==> config.mk <==
export PLATFORM = sky130hd
export DESIGN_NAME = lpc_regs
export DESIGN_NICKNAME = d
export VERILOG_FILES = /design/src/lpc_pkg.sv /design/src/lpc_regs.sv /design/src/lpc_sync.sv
export SDC_FILE = /design/constraint.sdc
export NUM_CORES = 1
export LEC_CHECK = 0
export BUFFER_PORTS_ARGS = -buffer_cell sky130_fd_sc_hd__buf_4
export CAP_MARGIN = 15
export CORE_UTILIZATION = 47
export DETAILED_ROUTE_END_ITERATION = 7
export PLACE_DENSITY = 0.68
export SLEW_MARGIN = 20
export SYNTH_ARGS = -nofsm -noshare
export SYNTH_HDL_FRONTEND = slang
export SYNTH_SLANG_ARGS = --single-unit
==> constraint.sdc <==
create_clock -name mclk -period 3.2 [get_ports mclk]
set_clock_uncertainty 0.2 [all_clocks]
set_input_delay 0.48 -clock mclk [delete_from_list [all_inputs] [get_ports mclk]]
set_output_delay 0.48 -clock mclk [all_outputs]
set_load 0.01 [all_outputs]
==> src/lpc_pkg.sv <==
// Constants, register map and sleep timing tables for the low-power calibration and trim bank.
// Overview of operation
// - The three-bit idle interval code picks a sleep length of 1,152 up to 1,099,511,627,904 clock periods and resets to code 4.
// - The idle interval only matters while low-power calibration is on and pin-paced sleep is off.
// - The two-bit settle interval code picks a post-wake wait of 1,152, 33,554,560, 268,435,584 or 2,147,483,776 periods and resets to code 1.
// - With pin-paced sleep at 0 the scheduler runs by itself and times each sleep from the idle interval.
// - With pin-paced sleep at 1 the offline core sleeps while the trigger is high and wakes once it is low.
// - The low-power enable resets to 0 and only takes effect while background calibration is also on.
// - An eight-bit gain adjust value trims all cores together, resets to 0 and loads from the factory fuse store on its first valid.
// - A four-bit reference adjust field in bits 3:0 resets to 0, loads the factory value on the first fuse valid and is readable and writable.
// - Each of inputs A to C has an eight-bit termination trim that loads its factory value and is readable and writable.
// - The trigger comes from the trigger pin when the trigger source bit is 1 and from the software trigger bit when it is 0.
package lpc_pkg;

    localparam int unsigned ADDR_W = 9;
    localparam int unsigned DATA_W = 8;
    localparam int unsigned CNT_W  = 41;

    // ************************************************************
    // Register offsets
    // ************************************************************
    localparam logic [8:0] OFS_CAL_CONFIG = 9'h06B;
    localparam logic [8:0] OFS_SOFT_TRIG  = 9'h06C;
    localparam logic [8:0] OFS_LP_CONTROL = 9'h06E;
    localparam logic [8:0] OFS_GAIN       = 9'h07A;
    localparam logic [8:0] OFS_REFERENCE  = 9'h07C;
    localparam logic [8:0] OFS_TERM_A     = 9'h07E;
    localparam logic [8:0] OFS_TERM_B     = 9'h07F;
    localparam logic [8:0] OFS_TERM_C     = 9'h080;
    localparam logic [8:0] OFS_BG_CONTROL = 9'h0F0;
    localparam logic [8:0] OFS_LP_STATUS  = 9'h0F1;

    // ************************************************************
    // Field positions
    // ************************************************************
    localparam int unsigned LOWPOWER_CAL_ON_BIT     = 0;
    localparam int unsigned LP_PIN_BIT    = 1;
    localparam int unsigned LP_SETTLE_LSB = 3;
    localparam int unsigned LP_IDLE_LSB   = 5;
    localparam int unsigned TRIG_SRC_BIT  = 0;
    localparam int unsigned SOFT_TRIG_BIT = 0;
    localparam int unsigned BG_ON_BIT     = 0;
    localparam int unsigned REF_W         = 4;

    // ************************************************************
    // Reset values
    // ************************************************************
    localparam logic [7:0] RST_LP_CONTROL = 8'h88;
    localparam logic [7:0] RST_CAL_CONFIG = 8'h00;
    localparam logic [7:0] RST_SOFT_TRIG  = 8'h01;
    localparam logic [7:0] RST_BG_CONTROL = 8'h00;
    localparam logic [7:0] RST_FUSE_PLAIN = 8'h00;

    // ************************************************************
    // Sleep and settle lengths in device clock periods
    // ************************************************************
    localparam logic [40:0] IDLE_CNT_0 = 41'h00000000480;
    localparam logic [40:0] IDLE_CNT_1 = 41'h00000400080;
    localparam logic [40:0] IDLE_CNT_2 = 41'h00002000080;
    localparam logic [40:0] IDLE_CNT_3 = 41'h00010000080;
    localparam logic [40:0] IDLE_CNT_4 = 41'h00080000080;
    localparam logic [40:0] IDLE_CNT_5 = 41'h00400000080;
    localparam logic [40:0] IDLE_CNT_6 = 41'h02000000080;
    localparam logic [40:0] IDLE_CNT_7 = 41'h10000000080;

    typedef enum logic [2:0] {
        LPC_OFF    = 3'b000,
        LPC_SLEEP  = 3'b001,
        LPC_SETTLE = 3'b010,
        LPC_CAL    = 3'b011
    } lpc_state_t;

endpackage

==> src/lpc_regs.sv <==
// Low-power calibration scheduler and factory trim register bank.
`timescale 1ns/1ps
`default_nettype none
module lpc_regs
    import lpc_pkg::*;
#(
    parameter int unsigned IN_COUNT = 3
)
(
    // Clock and reset
    input  wire logic              mclk,
    input  wire logic              nrst,
    // Register port
    input  wire logic [ADDR_W-1:0] reg_addr,
    input  wire logic [DATA_W-1:0] reg_wdata,
    input  wire logic              reg_wr,
    input  wire logic              reg_rd,
    output logic      [DATA_W-1:0] reg_rdata,
    // Factory fuse values
    input  wire logic [DATA_W-1:0] fuse_gain,
    input  wire logic [REF_W-1:0]  fuse_reference,
    input  wire logic [DATA_W-1:0] fuse_term [IN_COUNT],
    input  wire logic              fuse_valid,
    // Pins
    input  wire logic              trigger_pin,
    // Calibration engine handshake
    input  wire logic              cal_done,
    // Analogue controls
    output logic      [DATA_W-1:0] core_gain_adjust,
    output logic      [REF_W-1:0]  reference_adjust,
    output logic      [DATA_W-1:0] input_termination [IN_COUNT],
    output logic                   core_sleep,
    output logic                   cal_start
);

    // ************************************************************
    // Register state
    // ************************************************************
    logic [7:0]        lp_ctrl_reg, lp_ctrl_next;
    logic [7:0]        cal_cfg_reg, cal_cfg_next;
    logic [7:0]        soft_trig_reg, soft_trig_next;
    logic [7:0]        bg_ctrl_reg, bg_ctrl_next;
    logic [7:0]        gain_reg, gain_next;
    logic [7:0]        ref_reg, ref_next;
    logic [7:0]        term_reg [IN_COUNT];
    logic [7:0]        term_next [IN_COUNT];
    logic              fuse_loaded_reg, fuse_loaded_next;
    logic [7:0]        rdata_next;
    logic              pin_sync;
    logic              cal_trigger;
    logic              lp_active;
    logic              pin_paced;
    logic [2:0]        idle_interval_sel;
    logic [1:0]        settle_interval_sel;
    lpc_state_t        state_reg, state_next;
    logic [CNT_W-1:0]  cnt_reg, cnt_next;
    logic [CNT_W-1:0]  idle_len;
    logic [CNT_W-1:0]  settle_len;

    lpc_sync u_pin_sync
    (
        .mclk  (mclk),
        .nrst  (nrst),
        .d_in  (trigger_pin),
        .d_out (pin_sync)
    );

    assign idle_interval_sel   = lp_ctrl_reg[LP_IDLE_LSB +: 3];
    assign settle_interval_sel = lp_ctrl_reg[LP_SETTLE_LSB +: 2];
    assign pin_paced           = lp_ctrl_reg[LP_PIN_BIT];
    assign lp_active = lp_ctrl_reg[LOWPOWER_CAL_ON_BIT] & bg_ctrl_reg[BG_ON_BIT];
    assign cal_trigger = cal_cfg_reg[TRIG_SRC_BIT] ? pin_sync
                                                   : soft_trig_reg[SOFT_TRIG_BIT];

    always_comb
    begin
        case (idle_interval_sel)
            3'h0: idle_len = IDLE_CNT_0;
            3'h1: idle_len = IDLE_CNT_1;
            3'h2: idle_len = IDLE_CNT_2;
            3'h3: idle_len = IDLE_CNT_3;
            3'h4: idle_len = IDLE_CNT_4;
            3'h5: idle_len = IDLE_CNT_5;
            3'h6: idle_len = IDLE_CNT_6;
            default: idle_len = IDLE_CNT_7;
        endcase
        case (settle_interval_sel)
            2'h0: settle_len = IDLE_CNT_0;
            2'h1: settle_len = IDLE_CNT_2;
            2'h2: settle_len = IDLE_CNT_3;
            default: settle_len = IDLE_CNT_4;
        endcase
    end

    // ************************************************************
    // Register writes, fuse load and read data
    // ************************************************************
    // The fuse store arrives some cycles after reset, so the trims load on its first valid.
    always_comb
    begin
        lp_ctrl_next     = lp_ctrl_reg;
        cal_cfg_next     = cal_cfg_reg;
        soft_trig_next   = soft_trig_reg;
        bg_ctrl_next     = bg_ctrl_reg;
        gain_next        = gain_reg;
        ref_next         = ref_reg;
        term_next        = term_reg;
        fuse_loaded_next = fuse_loaded_reg | fuse_valid;
        if (fuse_valid && !fuse_loaded_reg)
        begin
            gain_next = fuse_gain;
            ref_next  = {4'h0, fuse_reference};
            for (int i = 0; i < IN_COUNT; i++)
            begin
                term_next[i] = fuse_term[i];
            end
        end
        if (reg_wr)
        begin
            case (reg_addr)
                OFS_LP_CONTROL: lp_ctrl_next   = reg_wdata;
                OFS_CAL_CONFIG: cal_cfg_next   = reg_wdata;
                OFS_SOFT_TRIG:  soft_trig_next = reg_wdata;
                OFS_BG_CONTROL: bg_ctrl_next   = reg_wdata;
                OFS_GAIN:       gain_next      = reg_wdata;
                OFS_REFERENCE:  ref_next       = reg_wdata;
                default:        ;
            endcase
        end
        rdata_next = 8'h00;
        if (reg_rd)
        begin
            case (reg_addr)
                OFS_LP_CONTROL: rdata_next = lp_ctrl_reg;
                OFS_CAL_CONFIG: rdata_next = cal_cfg_reg;
                OFS_SOFT_TRIG:  rdata_next = soft_trig_reg;
                OFS_BG_CONTROL: rdata_next = bg_ctrl_reg;
                OFS_GAIN:       rdata_next = gain_reg;
                OFS_REFERENCE:  rdata_next = ref_reg;
                OFS_LP_STATUS:  rdata_next = {4'h0, core_sleep, state_reg};
                default:        rdata_next = 8'h00;
            endcase
            for (int i = 0; i < IN_COUNT; i++)
            begin
                if (reg_addr == OFS_TERM_A + ADDR_W'(i))
                begin
                    rdata_next = term_reg[i];
                end
            end
        end
    end

    generate
        for (genvar g = 0; g < IN_COUNT; g++)
        begin : g_term
            always_ff @(posedge mclk or negedge nrst)
            begin
                if (!nrst)
                begin
                    term_reg[g] <= RST_FUSE_PLAIN;
                end
                else if (reg_wr && reg_addr == OFS_TERM_A + ADDR_W'(g))
                begin
                    term_reg[g] <= reg_wdata;
                end
                else
                begin
                    term_reg[g] <= term_next[g];
                end
            end
            assign input_termination[g] = term_reg[g];
        end
    endgenerate

    always_ff @(posedge mclk or negedge nrst)
    begin
        if (!nrst)
        begin
            lp_ctrl_reg     <= RST_LP_CONTROL;
            cal_cfg_reg     <= RST_CAL_CONFIG;
            soft_trig_reg   <= RST_SOFT_TRIG;
            bg_ctrl_reg     <= RST_BG_CONTROL;
            gain_reg        <= RST_FUSE_PLAIN;
            ref_reg         <= RST_FUSE_PLAIN;
            fuse_loaded_reg <= 1'b0;
            reg_rdata       <= 8'h00;
        end
        else
        begin
            lp_ctrl_reg     <= lp_ctrl_next;
            cal_cfg_reg     <= cal_cfg_next;
            soft_trig_reg   <= soft_trig_next;
            bg_ctrl_reg     <= bg_ctrl_next;
            gain_reg        <= gain_next;
            ref_reg         <= ref_next;
            fuse_loaded_reg <= fuse_loaded_next;
            reg_rdata       <= rdata_next;
        end
    end

    assign core_gain_adjust = gain_reg;
    assign reference_adjust = ref_reg[REF_W-1:0];

    // ************************************************************
    // Offline core scheduler
    // ************************************************************
    // Counters are 41 bits wide so the longest idle code is exact; they are zero in calibration and keep their last value when the scheduler drops to off.
    always_comb
    begin
        state_next = state_reg;
        cnt_next   = cnt_reg;
        cal_start  = 1'b0;
        core_sleep = 1'b0;
        case (state_reg)
            LPC_OFF:
            begin
                if (lp_active)
                begin
                    state_next = LPC_SLEEP;
                    cnt_next   = idle_len;
                end
            end
            LPC_SLEEP:
            begin
                core_sleep = 1'b1;
                if (!lp_active)
                begin
                    state_next = LPC_OFF;
                end
                else if (pin_paced)
                begin
                    if (!cal_trigger)
                    begin
                        state_next = LPC_SETTLE;
                        cnt_next   = settle_len;
                    end
                end
                else if (cnt_reg <= CNT_W'(1))
                begin
                    state_next = LPC_SETTLE;
                    cnt_next   = settle_len;
                end
                else
                begin
                    cnt_next = cnt_reg - CNT_W'(1);
                end
            end
            LPC_SETTLE:
            begin
                if (!lp_active)
                begin
                    state_next = LPC_OFF;
                end
                else if (cnt_reg <= CNT_W'(1))
                begin
                    state_next = LPC_CAL;
                    cnt_next   = '0;
                    cal_start  = 1'b1;
                end
                else
                begin
                    cnt_next = cnt_reg - CNT_W'(1);
                end
            end
            LPC_CAL:
            begin
                if (!lp_active)
                begin
                    state_next = LPC_OFF;
                end
                else if (cal_done)
                begin
                    state_next = LPC_SLEEP;
                    cnt_next   = idle_len;
                end
            end
            default:
            begin
                state_next = LPC_OFF;
                cnt_next   = '0;
            end
        endcase
    end

    always_ff @(posedge mclk or negedge nrst)
    begin
        if (!nrst)
        begin
            state_reg <= LPC_OFF;
            cnt_reg   <= '0;
        end
        else
        begin
            state_reg <= state_next;
            cnt_reg   <= cnt_next;
        end
    end

endmodule
`default_nettype wire

==> src/lpc_sync.sv <==
// Two-stage synchroniser for pin inputs.
`timescale 1ns/1ps
`default_nettype none
module lpc_sync
    import lpc_pkg::*;
(
    // Clock and reset
    input  wire logic mclk,
    input  wire logic nrst,
    // Data
    input  wire logic d_in,
    output logic      d_out
);

    logic meta_reg;
    logic meta_next;
    logic out_next;

    always_comb
    begin
        meta_next = d_in;
        out_next  = meta_reg;
    end

    always_ff @(posedge mclk or negedge nrst)
    begin
        if (!nrst)
        begin
            meta_reg <= 1'b0;
            d_out    <= 1'b0;
        end
        else
        begin
            meta_reg <= meta_next;
            d_out    <= out_next;
        end
    end

endmodule
`default_nettype wire

==> run summary <==
Run status
• finished, final reports clean — status

Logic synthesis
• 0 — Yosys warning count
• 100.0% — share of flip-flops with an asynchronous set or reset
• 44.56% — Synth top area share
• 9.437 um^2 — average footprint of a synthesized cell
• dfrtp_1 — cell taking the most area after synthesis
• 0 — number of enable flip-flop cells after synthesis
• 799 — syn_nets
• dfrtp_1, nand2_1, mux2_2, a31oi_1, o21ai_0 — synth top area cells
• 126 — flip-flop and latch count after synthesis
• 6908 um^2 — post-synthesis instance area
• dfrtp_1 — Post-synth top flop
• 75 — post-synth cell types
• 45.70% — sequential fraction of the synthesis area
• 732 — cell count after synthesis

Power and ir drop
• 38.88% — switching share of power
• 34.9% — sequential fraction of design power
• 413.5 uV — peak ir drop on the vdd network
• 3.731 nW — standby leakage power
• 6.180 mW — total power draw
• 34.5% — relative contribution of combinational cells to total power
• 2.403 mW — power spent charging and discharging nets
• 30.6% — clock share of power
• 726.8 nW/um^2 — PD cells
• 3.777 mW — Int Pwr

Final layout
• 8503 um^2 — final cell area excluding filler cells
• 1188 — count of filler cells inserted in the layout
• 41 — number of flip-flops under the largest register name
• buf_4, dfrtp_1, nand2_1 — most used cells in the layout excluding fill and tap cells
• 23.09% — Syn-to-layout area delta
• buf_4 — most common cell after layout, fill and taps aside
• 902 — number of nets in the finished design
• 3157 um^2 — total area of sequential cells
• 0 — antenna fix cells
• 3476 um^2 — area of the multi-input gates
• 25.47% — ratio of cells with drive above 1 in the final layout

Worst setup path
• or4_4 — slowest cell on the critical path
• 0.31 ns — register-to-register path setup slack
• 2.52 ns — data required time of the critical path
• 0.55 ns — largest incremental delay on the critical path
• 9 — R2R depth
• or4_4, or3_4, nor3_4, and2_4, and3_1, buf_4 — list of cells traversed by the critical path
• primary output — type of destination of the critical path
• flop — kind of start point of the critical path
• simple AND/OR/NAND/NOR gates — cell family contributing the most delay on the critical path
• 4 — largest driver fanout on the critical path
• 6 — logic depth of the worst setup path including buffers
• 2.40 ns — worst endpoint data arrival time
• reg -> out — worst setup path class
• 1 — Critical path buffers and inverters

Route
• 470 — number of DRC violations after detailed-routing iteration 0
• 19.57 um — routed length per placed instance
• 6338 — count of vias placed by the detailed router
• 0 — DRC violation count after routing
• 20.12 mm — final wirelength
• 5 — first-pass iteration count of the detailed router
• 6.165 — drt via density
• 0 — antenna violation net count after detailed routing

Die
• 14100 um^2 — area inside the core boundary
• 15190 um^2 — area of the die
• 123.2 um — die height
• 123.2 um — width of the chip
• 43 — count of standard-cell rows
• 106 — io pins
• 49.01% — initial standard-cell utilization of the core

Placed design
• 14.24 mm — HPWL after DPL
• 105 — IO Port Bufs
• 7868 um^2 — Post-DP Area
• 0.3261 ns — worst slack after detailed placement
• 0.8655 — global placement routability congestion

STA
• 96.20% — final worst-path cycle share
• 0.1217 ns — worst path setup slack after routing
• 0.9158 ns — Tightest Pin Transition
• 38.95% — headroom to the max-slew limit
• 0 — number of failing setup endpoints in the final timing report
• 324.9 MHz — timing-limited maximum frequency
• no — RSZ-0062 raised after global routing
• 0 ns — setup_tns
• 3.078 ns — Period minus WS final
• 0 — number of hold violations in the final report
• 0 — fin. max-slew vios

Clock network
• 0.06 ns — post-CTS clock slew at the launch and capture registers of the worst setup and hold paths
• 126 — sinks on the clock net
• 2 — largest buffer count on any clock path
• 17 — number of buffers created by CTS
• done — clock tree from TritonCTS
• clkbuf_16 — clock tree root buffer cell
• 0.42 ns — Worst-Skew Late Latency
• 4 — deepest level of the CTS H-tree

Flow run
• 0 — Max Cap Violations

Global routing
• 6157 — via count of the first global-routing pass
• 55 — largest net degree at the start of global routing
• 27.82% — global-route total usage across every layer
• 0 — grt total ovfl
• 0 — initial antenna violation count
• 31.97 mm — wire length of the first global-routing pass

Worst hold path
• in -> reg — Hold Crit Class
• 2 — number of cells traversed by the worst hold path

-- timing repair --
| action | in CTS | in global routing |
|---|---|---|
| pin swaps | 2 | 1 |
| gates resized for setup | 1 | 2 |
| hold buffers | 2 | 0 |
| endpoints found under the setup margin | 1 | 1 |
| hold endpoints to repair | 36 | 0 |
| buffers inserted | 3 | 0 |
-- synthesized netlist by cell type (all sizes together) (5+ instances only) --
| cell | number |
|---|---|
| a21oi | 42 |
| a221oi | 8 |
| a22o | 6 |
| a22oi | 5 |
| a31oi | 40 |
| and2 | 5 |
| and3 | 5 |
| buf | 22 |
| clkbuf | 25 |
| dfrtp | 123 |
| ha | 7 |
| inv | 14 |
| mux2 | 25 |
| mux2i | 24 |
| nand2 | 95 |
| nand2b | 5 |
| nand3 | 17 |
| nor2 | 61 |
| nor2b | 7 |
| nor3 | 30 |
| nor4 | 16 |
| o21ai | 56 |
| or3 | 12 |
| or4 | 5 |
-- layer usage --
layer  part of all wire, %  global-route usage [%]  vias to the layer above
met3                   6.7                   6.504                       28
li1                      -                       -                     2913
met5                     0                       0                        -
met1                    45                   38.76                     3146
met2                    47                   43.05                      251
met4                   1.3                   8.358                        0
-- kinds of logic after synthesis --
logic type                 after synthesis  synth area share, %
and+or+nand+nor                        279                21.23
AOI/OAI and AO/OA                      206                19.45
DFF                                    126                45.70
buffers and inverters                   61                4.293
muxes                                   49                7.553
adders and majority gates                7                1.268
xor gates and xnor gates                 4               0.5072
-- cell type report --
class,count,area share (%)
clock buffer,17,5.003
clock inverter,15,1.810
inverter,14,0.6180
multi-input combinational,545,40.88
sequential,126,37.12
tap,180,2.649
timing repair buffer,131,11.92
-- worst paths after layout --
check,from,to
min reg2reg,u_pin_sync.meta_reg$_DFF_PN0_,u_pin_sync.d_out$_DFF_PN0_
min,fuse_valid,fuse_loaded_reg$_DFF_PN0_
min in group asynchronous,nrst,ref_reg[0]$_DFF_PN0_
max in group asynchronous,nrst,cnt_reg[4]$_DFFE_PN0P_
max reg2reg,state_reg[1]$_DFFE_PN0P_,cnt_reg[14]$_DFFE_PN0P_
max,cnt_reg[35]$_DFFE_PN0P_,cal_start
-- power groups by stage --
| stage | logic [mW] | clock network, mW | registers, mW |
|---|---|---|---|
| finish | 2.13 | 1.89 | 2.15 |
| global route | 2.33 | 1.98 | 2.19 |
| CTS | 2.10 | 1.92 | 2.14 |
| detailed placement | 2.05 | 0 | 2.16 |
| global placement | 1.99 | 0 | 2.14 |
| floorplan | 1.43 | 0 | 2.10 |
-- stage by stage --
stage               cells  util [%]  hold slack [ns]
floorplan             732         -         -0.01559
global placement      991     55.81           0.1440
detailed placement    991     55.81           0.1412
CTS                  1028     60.23          0.04982
global route         1028     60.32          0.05637
finish               1028     60.32          0.06723
(Power assumes the default switching activity.)
